<file path="src/hdl/pcc_pkg.sv">
// pcc_pkg: constants and types of the clock and power-mode controller.
// assumes: included before hdl/pcc_clock_power_ctrl.sv, used as pcc_pkg::name.
package pcc_pkg;

  // ****************************************
  // multiplication factor field
  // ****************************************
  localparam logic [1:0] FACTOR_X1     = 2'h0;
  localparam logic [1:0] FACTOR_X2     = 2'h1;
  localparam logic [1:0] FACTOR_X4     = 2'h2;
  localparam logic [1:0] FACTOR_BAD    = 2'h3;
  localparam logic [1:0] FACTOR_RESET  = FACTOR_X1;

  // ****************************************
  // divide select field
  // ****************************************
  localparam logic [2:0] DIV_1_1       = 3'h0;
  localparam logic [2:0] DIV_1_32      = 3'h5;
  localparam logic [2:0] DIV_RESET     = DIV_1_1;

  // ****************************************
  // standby wait select, mode bits after reset
  // ****************************************
  localparam logic [3:0] WAIT_SEL_RESET = 4'hf;
  localparam logic [3:0] WAIT_SEL_BAD   = 4'h0;
  localparam logic       SWITCH_MODE_RESET = 1'b0;

  // ****************************************
  // oscillator phase inside the fastest clock
  // ****************************************
  localparam logic [1:0] OSC_PHASE_FIRST = 2'h0;
  localparam logic [1:0] OSC_PHASE_LAST  = 2'h3;
  localparam logic [4:0] DIV_COUNT_RESET = 5'h00;

  // ****************************************
  // operating modes
  // ****************************************
  typedef enum logic [2:0] {
    PCC_RUN,
    PCC_SLEEP,
    PCC_ALL_STOP,
    PCC_SW_STANDBY,
    PCC_WAKE_WAIT,
    PCC_HW_STANDBY
  } pcc_mode_t;

endpackage

</file>
<file path="src/hdl/pcc_clock_power_ctrl.sv">
// pcc_clock_power_ctrl: clock multiply/divide enables and power-mode gating.
// assumes: core_clk is the fastest (x4) clock; all slower clocks are enables.
`timescale 1ns/1ps
`default_nettype none

module pcc_clock_power_ctrl #(
  parameter int N_PERIPH        = 8,
  parameter int TIMER_IDX       = 0,
  parameter int SERIAL_IDX      = 1,
  parameter int CONV_IDX        = 2,
  parameter int WAIT_CNT_W      = 24,
  parameter int WAIT_BASE_CYCLES = 64
) (
  input  wire logic                  core_clk,
  input  wire logic                  resetn,
  input  wire logic                  pll_factor_hi,
  input  wire logic                  pll_factor_lo,
  input  wire logic                  pll_factor_wr,
  input  wire logic                  factor_switch_mode_bit,
  input  wire logic [2:0]            clock_divide_sel,
  input  wire logic                  clock_divide_wr,
  input  wire logic [3:0]            standby_wait_sel,
  input  wire logic                  standby_wait_wr,
  input  wire logic                  standby_select_bit,
  input  wire logic                  all_stop_select,
  input  wire logic                  sleep_req,
  input  wire logic [N_PERIPH-1:0]   module_stop_reg,
  input  wire logic                  wake_irq_pin,
  input  wire logic                  hw_standby_n_pin,
  output logic                       pll_clk_en,
  output logic                       sys_clk_en,
  output logic                       cpu_clk_en,
  output logic                       watchdog_clk_en,
  output logic [N_PERIPH-1:0]        periph_clk_en,
  output logic [N_PERIPH-1:0]        periph_reset,
  output logic                       cpg_running,
  output logic                       io_hold,
  output logic                       io_hiz,
  output logic [1:0]                 active_factor,
  output logic [2:0]                 active_div,
  output logic [3:0]                 active_wait_sel,
  output pcc_pkg::pcc_mode_t         mode_state
);

  // ****************************************
  // functions
  // ****************************************
  // phase bits that must be all ones for a pll pulse
  function automatic logic [1:0] pll_mask(input logic [1:0] factor);
    logic [1:0] m;
    m = 2'h3;
    if (factor == pcc_pkg::FACTOR_X2) begin
      m = 2'h1;
    end else if (factor == pcc_pkg::FACTOR_X4) begin
      m = 2'h0;
    end
    return m;
  endfunction

  // last count of the divider for a divide code
  function automatic logic [4:0] div_top(input logic [2:0] sel);
    logic [5:0] span;
    span = 6'h01 << sel;
    return 5'(span - 6'h01);
  endfunction

  // system clock periods to wait after a wake
  function automatic logic [WAIT_CNT_W-1:0] wait_cycles(input logic [3:0] sel);
    logic [WAIT_CNT_W-1:0] base;
    base = WAIT_CNT_W'(WAIT_BASE_CYCLES);
    return base << sel;
  endfunction

  // ****************************************
  // reset release and pin synchronisers
  // ****************************************
  logic       rst_meta_n;
  logic       rst_n;
  logic [1:0] wake_sync;
  logic [1:0] hws_sync;

  always_ff @(posedge core_clk or negedge resetn) begin
    if (!resetn) begin
      rst_meta_n <= 1'b0;
      rst_n      <= 1'b0;
    end else begin
      rst_meta_n <= 1'b1;
      rst_n      <= rst_meta_n;
    end
  end

  always_ff @(posedge core_clk or negedge rst_n) begin
    if (!rst_n) begin
      wake_sync <= 2'h0;
      hws_sync  <= 2'h3;
    end else begin
      wake_sync <= {wake_sync[0], wake_irq_pin};
      hws_sync  <= {hws_sync[0], hw_standby_n_pin};
    end
  end

  wire wake_req  = wake_sync[1];
  wire hw_active = !hws_sync[1];

  // ****************************************
  // mode decode
  // ****************************************
  pcc_pkg::pcc_mode_t next_mode;

  wire in_run      = (mode_state == pcc_pkg::PCC_RUN);
  wire in_sleep    = (mode_state == pcc_pkg::PCC_SLEEP);
  wire in_all_stop = (mode_state == pcc_pkg::PCC_ALL_STOP);
  wire in_sw_stby  = (mode_state == pcc_pkg::PCC_SW_STANDBY);
  wire in_wake     = (mode_state == pcc_pkg::PCC_WAKE_WAIT);
  wire in_hw_stby  = (mode_state == pcc_pkg::PCC_HW_STANDBY);
  wire enter_sw    = in_run && sleep_req && standby_select_bit && !hw_active;
  wire leave_hw    = in_hw_stby && !hw_active;

  // ****************************************
  // pending settings and active wait select
  // ****************************************
  logic [1:0] pend_factor;
  logic [2:0] pend_div;
  wire  [1:0] wr_factor  = {pll_factor_hi, pll_factor_lo};
  wire        factor_ok  = pll_factor_wr && (wr_factor != pcc_pkg::FACTOR_BAD);
  wire        div_ok     = clock_divide_wr && (clock_divide_sel <= pcc_pkg::DIV_1_32);
  wire        wait_ok    = standby_wait_wr && (standby_wait_sel != pcc_pkg::WAIT_SEL_BAD);

  always_ff @(posedge core_clk or negedge rst_n) begin
    if (!rst_n) begin
      pend_factor     <= pcc_pkg::FACTOR_RESET;
      pend_div        <= pcc_pkg::DIV_RESET;
      active_wait_sel <= pcc_pkg::WAIT_SEL_RESET;
    end else if (leave_hw) begin
      pend_factor     <= pcc_pkg::FACTOR_RESET;
      pend_div        <= pcc_pkg::DIV_RESET;
      active_wait_sel <= pcc_pkg::WAIT_SEL_RESET;
    end else begin
      if (factor_ok) begin
        pend_factor <= wr_factor;
      end
      if (div_ok) begin
        pend_div <= clock_divide_sel;
      end
      if (wait_ok) begin
        active_wait_sel <= standby_wait_sel;
      end
    end
  end

  // ****************************************
  // oscillator phase, pll and divider
  // ****************************************
  logic [1:0] osc_phase;
  logic [4:0] div_count;

  wire cpg_run   = !(in_sw_stby || in_hw_stby);
  wire pll_tick  = cpg_run && ((osc_phase & pll_mask(active_factor)) == pll_mask(active_factor));
  wire div_last  = (div_count == div_top(active_div));
  wire sys_tick  = pll_tick && div_last;
  // ratio changes on an oscillator edge, on software standby entry (factor only) or on hardware standby exit
  wire boundary  = sys_tick && (osc_phase == pcc_pkg::OSC_PHASE_LAST);

  always_ff @(posedge core_clk or negedge rst_n) begin
    if (!rst_n) begin
      osc_phase <= pcc_pkg::OSC_PHASE_FIRST;
    end else if (enter_sw) begin
      osc_phase <= pcc_pkg::OSC_PHASE_FIRST;
    end else if (cpg_run) begin
      osc_phase <= osc_phase + 2'h1;
    end
  end

  always_ff @(posedge core_clk or negedge rst_n) begin
    if (!rst_n) begin
      div_count <= pcc_pkg::DIV_COUNT_RESET;
    end else if (enter_sw || leave_hw || boundary || (pll_tick && div_last)) begin
      div_count <= pcc_pkg::DIV_COUNT_RESET;
    end else if (pll_tick) begin
      div_count <= div_count + 5'h01;
    end
  end

  // ****************************************
  // active factor and divide ratio
  // ****************************************
  always_ff @(posedge core_clk or negedge rst_n) begin
    if (!rst_n) begin
      active_factor <= pcc_pkg::FACTOR_RESET;
      active_div    <= pcc_pkg::DIV_RESET;
    end else if (leave_hw) begin
      active_factor <= pcc_pkg::FACTOR_RESET;
      active_div    <= pcc_pkg::DIV_RESET;
    end else if (enter_sw) begin
      active_factor <= pend_factor;
    end else if (boundary) begin
      active_div <= pend_div;
      if (factor_switch_mode_bit) begin
        active_factor <= pend_factor;
      end
    end
  end

  // ****************************************
  // standby wake wait
  // ****************************************
  logic [WAIT_CNT_W-1:0] wait_count;
  wire                   wait_done = in_wake && sys_tick && (wait_count <= WAIT_CNT_W'(1));

  always_ff @(posedge core_clk or negedge rst_n) begin
    if (!rst_n) begin
      wait_count <= '0;
    end else if (in_sw_stby && wake_req) begin
      wait_count <= wait_cycles(active_wait_sel);
    end else if (in_wake && sys_tick) begin
      wait_count <= wait_count - WAIT_CNT_W'(1);
    end
  end

  // ****************************************
  // mode state machine
  // ****************************************
  always_comb begin
    next_mode = mode_state;
    case (mode_state)
      pcc_pkg::PCC_RUN: begin
        if (sleep_req) begin
          if (standby_select_bit) begin
            next_mode = pcc_pkg::PCC_SW_STANDBY;
          end else if (all_stop_select) begin
            next_mode = pcc_pkg::PCC_ALL_STOP;
          end else begin
            next_mode = pcc_pkg::PCC_SLEEP;
          end
        end
      end
      pcc_pkg::PCC_SLEEP, pcc_pkg::PCC_ALL_STOP: begin
        if (wake_req) begin
          next_mode = pcc_pkg::PCC_RUN;
        end
      end
      pcc_pkg::PCC_SW_STANDBY: begin
        if (wake_req) begin
          next_mode = pcc_pkg::PCC_WAKE_WAIT;
        end
      end
      pcc_pkg::PCC_WAKE_WAIT: begin
        if (wait_done) begin
          next_mode = pcc_pkg::PCC_RUN;
        end
      end
      pcc_pkg::PCC_HW_STANDBY: begin
        if (!hw_active) begin
          next_mode = pcc_pkg::PCC_RUN;
        end
      end
      default: begin
        next_mode = pcc_pkg::PCC_RUN;
      end
    endcase
    if (hw_active) begin
      next_mode = pcc_pkg::PCC_HW_STANDBY;
    end
  end

  always_ff @(posedge core_clk or negedge rst_n) begin
    if (!rst_n) begin
      mode_state <= pcc_pkg::PCC_RUN;
    end else begin
      mode_state <= next_mode;
    end
  end

  // ****************************************
  // clock enables and module gating
  // ****************************************
  wire timer_stop_bit = module_stop_reg[TIMER_IDX];
  wire periph_mode    = in_run || in_sleep || in_wake;

  assign cpu_clk_en      = sys_tick && in_run;
  assign watchdog_clk_en = sys_tick && (periph_mode || in_all_stop);
  assign pll_clk_en      = pll_tick;
  assign sys_clk_en      = sys_tick;
  assign cpg_running     = cpg_run;
  // pins held in all-stop and software standby
  assign io_hold         = in_all_stop || in_sw_stby;
  assign io_hiz          = in_hw_stby;

  genvar gi;
  generate
    for (gi = 0; gi < N_PERIPH; gi = gi + 1) begin : g_periph
      wire stop_bit  = module_stop_reg[gi];
      wire is_timer  = (gi == TIMER_IDX);
      wire is_serial = (gi == SERIAL_IDX);
      wire is_conv   = (gi == CONV_IDX);
      wire run_ok    = (periph_mode && !stop_bit) || (in_all_stop && is_timer && !timer_stop_bit);
      assign periph_clk_en[gi] = sys_tick && run_ok;
      // reset halt for serial and converter, and for every module in hardware standby
      assign periph_reset[gi]  = in_hw_stby ||
                                 (is_serial && (stop_bit || in_all_stop || in_sw_stby)) ||
                                 (is_conv && in_sw_stby);
    end
  endgenerate

endmodule // pcc_clock_power_ctrl

`default_nettype wire

</file>
<file path="config.mk">
export PLATFORM = sky130hd
export DESIGN_NAME = pcc_clock_power_ctrl
export DESIGN_NICKNAME = d
export VERILOG_FILES = /design/src/hdl/pcc_pkg.sv /design/src/hdl/pcc_clock_power_ctrl.sv
export SDC_FILE = /design/constraint.sdc
export NUM_CORES = 1
export LEC_CHECK = 0
export BUFFER_PORTS_ARGS = -buffer_cell sky130_fd_sc_hd__buf_2
export CORE_UTILIZATION = 37
export CTS_BUF_LIST = sky130_fd_sc_hd__clkbuf_8 sky130_fd_sc_hd__clkbuf_16
export DETAILED_ROUTE_END_ITERATION = 10
export GPL_TIMING_DRIVEN = 0
export PLACE_DENSITY = 0.57
export SLEW_MARGIN = 20
export SYNTH_ARGS = -nofsm -noshare
export SYNTH_HDL_FRONTEND = slang
export SYNTH_SLANG_ARGS = --single-unit
</file>
<file path="constraint.sdc">
create_clock -name core_clk -period 5.66 [get_ports core_clk]
set_clock_uncertainty 0.15 [all_clocks]
set_input_delay 0.849 -clock core_clk [delete_from_list [all_inputs] [get_ports core_clk]]
set_output_delay 0.849 -clock core_clk [all_outputs]
set_load 0.01 [all_outputs]
</file>
After elaboration in Yosys (flattened, before gate mapping)
Cells that the tools add are included.
{"block": "word_totals", "register_bits": 54, "wordCells": 135}
{"block": "op_classes", "add_sub_neg": 4, "order_cmp": 2, "n_eq_ne": 17, "shift": 2, "muxes": 29, "bitwise_logic": 1, "reduce_logical": 67}
{"op": "two-way mux 24 bit", "count": 2}
{"op": "two-way mux 3 bit", "count": 11}
{"op": "logical AND 1 bit", "count": 32}
{"op": "<= comparator 24 x 1 -> 1 bit, second input constant", "count": 1}
{"op": "<< shifter 7 x 4 -> 24 bit, first input constant", "count": 1}
{"op": "subtractor 24 x 1 -> 24 bit, second input constant", "count": 1}
{"op": "two-way mux 2 bit", "count": 11}
{"op": "logical OR 1 bit", "count": 12}
{"op": "one-hot mux 3 bit (4 select lines)", "count": 1}
{"op": "nonzero test 2 bit", "count": 6}
{"op": "two-way mux 5 bit", "count": 2}
{"op": "zero test 1 bit", "count": 9}
{"op": "!= test 3 bit, second input constant", "count": 3}
{"op": "two-way mux 4 bit", "count": 2}
{"op": "equality test 3 x 2 -> 1 bit, second input constant", "count": 2}
{"op": "equality test 3 bit, second input constant", "count": 2}
{"op": "nonzero test 3 bit", "count": 2}
{"op": "adder 5 x 1 -> 5 bit, second input constant", "count": 1}
{"op": "equality test 5 bit", "count": 1}
{"op": "<< shifter 1 x 3 -> 5 bit, first input constant", "count": 1}
{"op": "subtractor 5 x 1 -> 5 bit, second input constant", "count": 1}
{"op": "equality test 2 bit, second input constant", "count": 2}
{"op": "!= test 2 x 1 -> 1 bit, second input constant", "count": 2}
{"op": "AND reduction 2 bit", "count": 2}
{"op": "12 further kinds", "count": 12}

Logic depth before layout (Yosys ltp)
{"block": "depth", "word_depth": 12, "depth_mapped": 8}

Least setup slack after synthesis
Ideal clock, no wire load.
{"block": "synth_path", "kind": "flip-flop to output port", "from": "register active_div[0]", "to": "output cpu_clk_en", "arrival_ns": 1.846, "required_ns": 4.661, "setup_slack_ns": 2.815, "stages_incl_launch_ff": 6, "n_path_buf": 0, "cell_sequence": "dfrtp_1 or3b_2 a21oi_1 o22a_2 nand2_1 nor4_1"}
{"block": "synth_between", "elab_chain_len": 5}
{"element": "start: declaration", "line_no": "pcc_clock_power_ctrl.sv:40", "source": "output logic [2:0] active_div,"}
{"element": "start signal: assignment", "line_no": "pcc_clock_power_ctrl.sv:190", "source": "active_div <= pcc_pkg::DIV_RESET;"}
{"element": "start signal: assignment", "line_no": "pcc_clock_power_ctrl.sv:193", "source": "active_div <= pcc_pkg::DIV_RESET;"}
{"element": "start signal: assignment", "line_no": "pcc_clock_power_ctrl.sv:197", "source": "active_div <= pend_div;"}
{"element": "<< shifter 1 x 3 -> 5 bit", "line_no": "pcc_clock_power_ctrl.sv:63", "source": "span = 6'h01 << sel;"}
{"element": "subtractor 5 x 1 -> 5 bit", "line_no": "pcc_clock_power_ctrl.sv:64", "source": "return 5'(span - 6'h01);"}
{"element": "equality test 5 bit", "line_no": "pcc_clock_power_ctrl.sv:159", "source": "wire div_last = (div_count == div_top(active_div));"}
{"element": "logical AND 1 bit", "line_no": "pcc_clock_power_ctrl.sv:160", "source": "wire sys_tick = pll_tick && div_last;"}
{"element": "logical AND 1 bit", "line_no": "pcc_clock_power_ctrl.sv:280", "source": "assign cpu_clk_en = sys_tick && in_run;"}
{"element": "end: declaration", "line_no": "pcc_clock_power_ctrl.sv:32", "source": "output logic cpu_clk_en,"}
No other way between the ends.

Worst setup path in the final report
{"block": "layout_path", "from": "register active_factor[0]", "to": "output cpu_clk_en"}
{"block": "layout_between", "elab_chain_len": 8, "elab_cells_between_ends": 9, "cone_classes": "eq/ne (3); mux (2); bitwise (1); reduce/logical (3)"}
{"element": "start: declaration", "line_no": "pcc_clock_power_ctrl.sv:39", "source": "output logic [1:0] active_factor,"}
{"element": "start signal: assignment", "line_no": "pcc_clock_power_ctrl.sv:189", "source": "active_factor <= pcc_pkg::FACTOR_RESET;"}
{"element": "start signal: assignment", "line_no": "pcc_clock_power_ctrl.sv:192", "source": "active_factor <= pcc_pkg::FACTOR_RESET;"}
{"element": "start signal: assignment", "line_no": "pcc_clock_power_ctrl.sv:195", "source": "active_factor <= pend_factor;"}
{"element": "equality test 2 bit", "line_no": "pcc_clock_power_ctrl.sv:54", "source": "end else if (factor == pcc_pkg::FACTOR_X4) begin"}
{"element": "two-way mux 2 bit", "line_no": "pcc_clock_power_ctrl.sv:54"}
{"element": "two-way mux 2 bit (*)", "line_no": "pcc_clock_power_ctrl.sv:52", "source": "if (factor == pcc_pkg::FACTOR_X2) begin"}
{"element": "bitwise AND 2 bit", "line_no": "pcc_clock_power_ctrl.sv:158", "source": "wire pll_tick = cpg_run && ((osc_phase & pll_mask(active_factor)) == pll_mask(active_factor));"}
{"element": "equality test 2 bit (*)", "line_no": "pcc_clock_power_ctrl.sv:158"}
{"element": "logical AND 1 bit (*)", "line_no": "pcc_clock_power_ctrl.sv:158"}
{"element": "logical AND 1 bit (*)", "line_no": "pcc_clock_power_ctrl.sv:160"}
{"element": "logical AND 1 bit (*)", "line_no": "pcc_clock_power_ctrl.sv:280"}
Mark *: on every way between the ends. The rest lies on a longest branch, timed or not.

==> run summary <==
Slew HR - 0.3204
Worst R2R Path Depth - 8
post-route cell area - 3681 um2
Clk Latency, worst-skew pair - 320 ps
sw power - 0.6923 mW
num rows - 33
GRT overflow - 0
vias per inst - 5.305
proportion of layout cells with a drive suffix above 1 - 0.2629
Gate power share - 0.446
die height - 93.82 um
critical path type - reg2out
clk sinks - 54
Clock Path Buffers - 2
Die X - 93.82 um
xor-xnor portion of the synthesized cell area - 0.07581
routability cong. - 0.7848
Syn Inst Count - 337
arrival time at the worst endpoint - 2500 ps
WL met1 - 3.743 mm
outcome - completed
clock root buffer - clkbuf_8
count of different cell masters after synthesis - 55
unrepaired setup endpoints after global routing - no
mean post-synth cell area - 9.256 um2
Top FF cell, synth - dfrtp_1
Layout Utilization - 0.4503
FF+latch count, synth - 54
cts hold-fix bufs - 0
adder and majority gate portion of the synthesized area - 0.02006
H-tree lvl count - 2
Initial Util - 0.3815
R2R Path End - active_div[0]
yosys warns - 0
post-synthesis mux area share - 0.02367
CTS resizes - 0
largest fanout on the critical path - 9
io pins - 63
Post-synth EDFFs - 0
worst hold margin - 137.4 ps
Synth Area in Compound Gates - 0.1107
Synth Area in Simple Gates - 0.2856
Hold WC Path Type - in2async
area of the multi-input gates - 1613 um2
Port Buffer Count - 62
Synth Net Count - 370
most common cell after layout, fill and taps aside - buf_2
Post-CTS Setup Inserts - 0
largest net degree at the start of global routing - 53
DRT Wirelength - 7.609 mm
die footprint - 8801 um2
synthesis-to-layout area growth - 18.01%
leak pwr - 1.646 nW
CTS tree - yes
first-pass GRT wire length - 12.94 mm
Pint - 0.9323 mW
sequential share of the synthesized area - 0.4356
fillers - 828
FF+latch area - 1363 um2
setup_tns - 0 ps
Highest Signal Layer - met4
TritonRoute pass-1 iters - 4
post-route ant nets - 0
part of the power in registers - 0.386
Synth async-reset ratio - 1.000
pwr dens - 441.3 nW/um2
antenna violations before repair - 0
Slew Viols, Final - 0
Detailed Place HPWL - 5.591 mm
Fin. Hold Viols - 0
Worst-Margin Slew - 1010 ps
startpoint class of the critical path - flop
Met2 Routed Length - 3.479 mm
routed wl met3 - 279 um
vias in the first global route - 2573
initial DRC count - 106
FF-to-FF setup slack - 3000 ps
# DRC - 0
Final nets - 439
total track usage - 0.1901
worst IR drop on VDD - 133.3 uV
Core Area - 8175 um2
cts bufs inserted - 5
placed inst area - 3565 um2
maxcap violations - 0
Tmin final - 3500 ps
routed wire length per instance - 14.86 um
critical path data required time - 4660 ps
most frequent cells in the layout - buf_2, dfrtp_1, nor2_1
reg2reg start - active_factor[0]
Crit. End Element - output pin
f_max - 0.2858 GHz
ant diodes - 0
Mapped Area - 3119 um2
via count - 2716
Final period util - 0.6183
clock-pin slew on the worst setup and hold paths - 110 ps
main combinational cell family by area after synthesis - simple AND/OR/NAND/NOR gates
switching share of total power - 0.4261
final setup fails - 0
clock power share - 0.169
[sequential cells by signal, summed over array words and instances, names as in the netlist]
name / count
wake_sync: 2
active_wait_sel: 4
pend_factor: 2
mode_state: 3
pend_div: 3
rst_n: 1
osc_phase: 2
hws_sync: 2
wait_count: 24
active_factor: 2
active_div: 3
rst_meta_n: 1
div_count: 5
[metrics by stage]
| stage | power [mW] | std cells | worst slack, ps |
|---|---|---|---|
| finish | 1.625 | 512 | 2160 |
| global route | 1.757 | 512 | 1962 |
| CTS | 1.636 | 512 | 2135 |
| detailed placement | 1.356 | 504 | 2520 |
| global placement | 1.346 | 504 | 2516 |
| floorplan | 1.135 | 337 | 2815 |
[layout make-up]
| class | instances | share of cell area |
|---|---|---|
| buffer | 19 | 0.02991 |
| inverter | 10 | 0.01020 |
| multi-input combinational | 254 | 0.4381 |
| clock buffer | 5 | 0.01869 |
| sequential | 54 | 0.3702 |
| timing repair buffer | 62 | 0.08430 |
| clock inverter | 3 | 0.01292 |
| tap | 105 | 0.03569 |
[kinds of logic after synthesis]
| kind of cell | after synthesis |
|---|---|
| and+or+nand+nor | 160 |
| adders and majority gates | 5 |
| other | 1 |
| muxes | 7 |
| buffers and inverters | 29 |
| DFF | 54 |
| AOI/OAI and AO/OA | 54 |
| xor gates and xnor gates | 27 |
[how the worst max path moves through the flow]
stage                       to  cells past startpoint        startpoint  slack (ps)
floorplan           cpu_clk_en                      5     active_div[0]        2820
global placement    cpu_clk_en                      8  active_factor[0]        2520
detailed placement  cpu_clk_en                      8  active_factor[0]        2520
CTS                 cpu_clk_en                      8  active_factor[0]        2140
global route        cpu_clk_en                      6     mode_state[1]        1960
finish              cpu_clk_en                      8  active_factor[0]        2160
[critical path, cell delays in order, from the launching register on]
cell and delay (ps):
dfrtp_1 400, inv_1 60, ha_1 290, inv_1 70, o22ai_1 130, a21oi_2 420
nand2_1 300, nor4_1 310, buf_2 200
[power by group through the flow]
stage	sequential [mW]	clock (mW)	combinational, mW
after CTS	0.626	0.281	0.729
final	0.627	0.274	0.724
after detailed placement	0.633	0	0.723
after global placement	0.628	0	0.718
after floorplan	0.605	0	0.530
after global routing	0.648	0.294	0.815
[layer usage]
layer  up-vias  GRT usage
li1       1337          -
met1      1306     0.2675
met2        67     0.3017
met3         6    0.02751
met4         0    0.05769
met5         -          0
[synth_stat cells, types with 2 or more instances]
library cell  instances  share of area
xnor2_1              21          0.059
a211oi_1              4         0.0096
nor4_2                3          0.012
nor4_1               11          0.022
buf_4                 6          0.014
nand3b_1              4         0.0096
a41oi_1               2         0.0056
or4_1                 5          0.012
o211ai_1              2         0.0048
nand3_1              13          0.021
nand2_1              21          0.025
or3_1                 7          0.014
o21ai_1               2         0.0032
ha_1                  5          0.020
inv_1                10          0.012
or4_4                 2         0.0072
or3b_2                3         0.0084
nor3_1               13          0.021
dfstp_2               6          0.051
a31oi_1               2         0.0040
nand2b_1              2         0.0040
mux2_2                3          0.011
a21oi_1              21          0.034
o21ai_0               9          0.014
nor2b_1              12          0.024
nand4_1              10          0.020
nor2_1               43          0.052
buf_6                 2         0.0072
mux2i_1               4          0.013
clkbuf_1             10          0.012
xor2_1                6          0.017
nor3_2                2         0.0064
dfrtp_1              48           0.39
o31a_1                2         0.0056
Power figures use the tool's default switching activity.
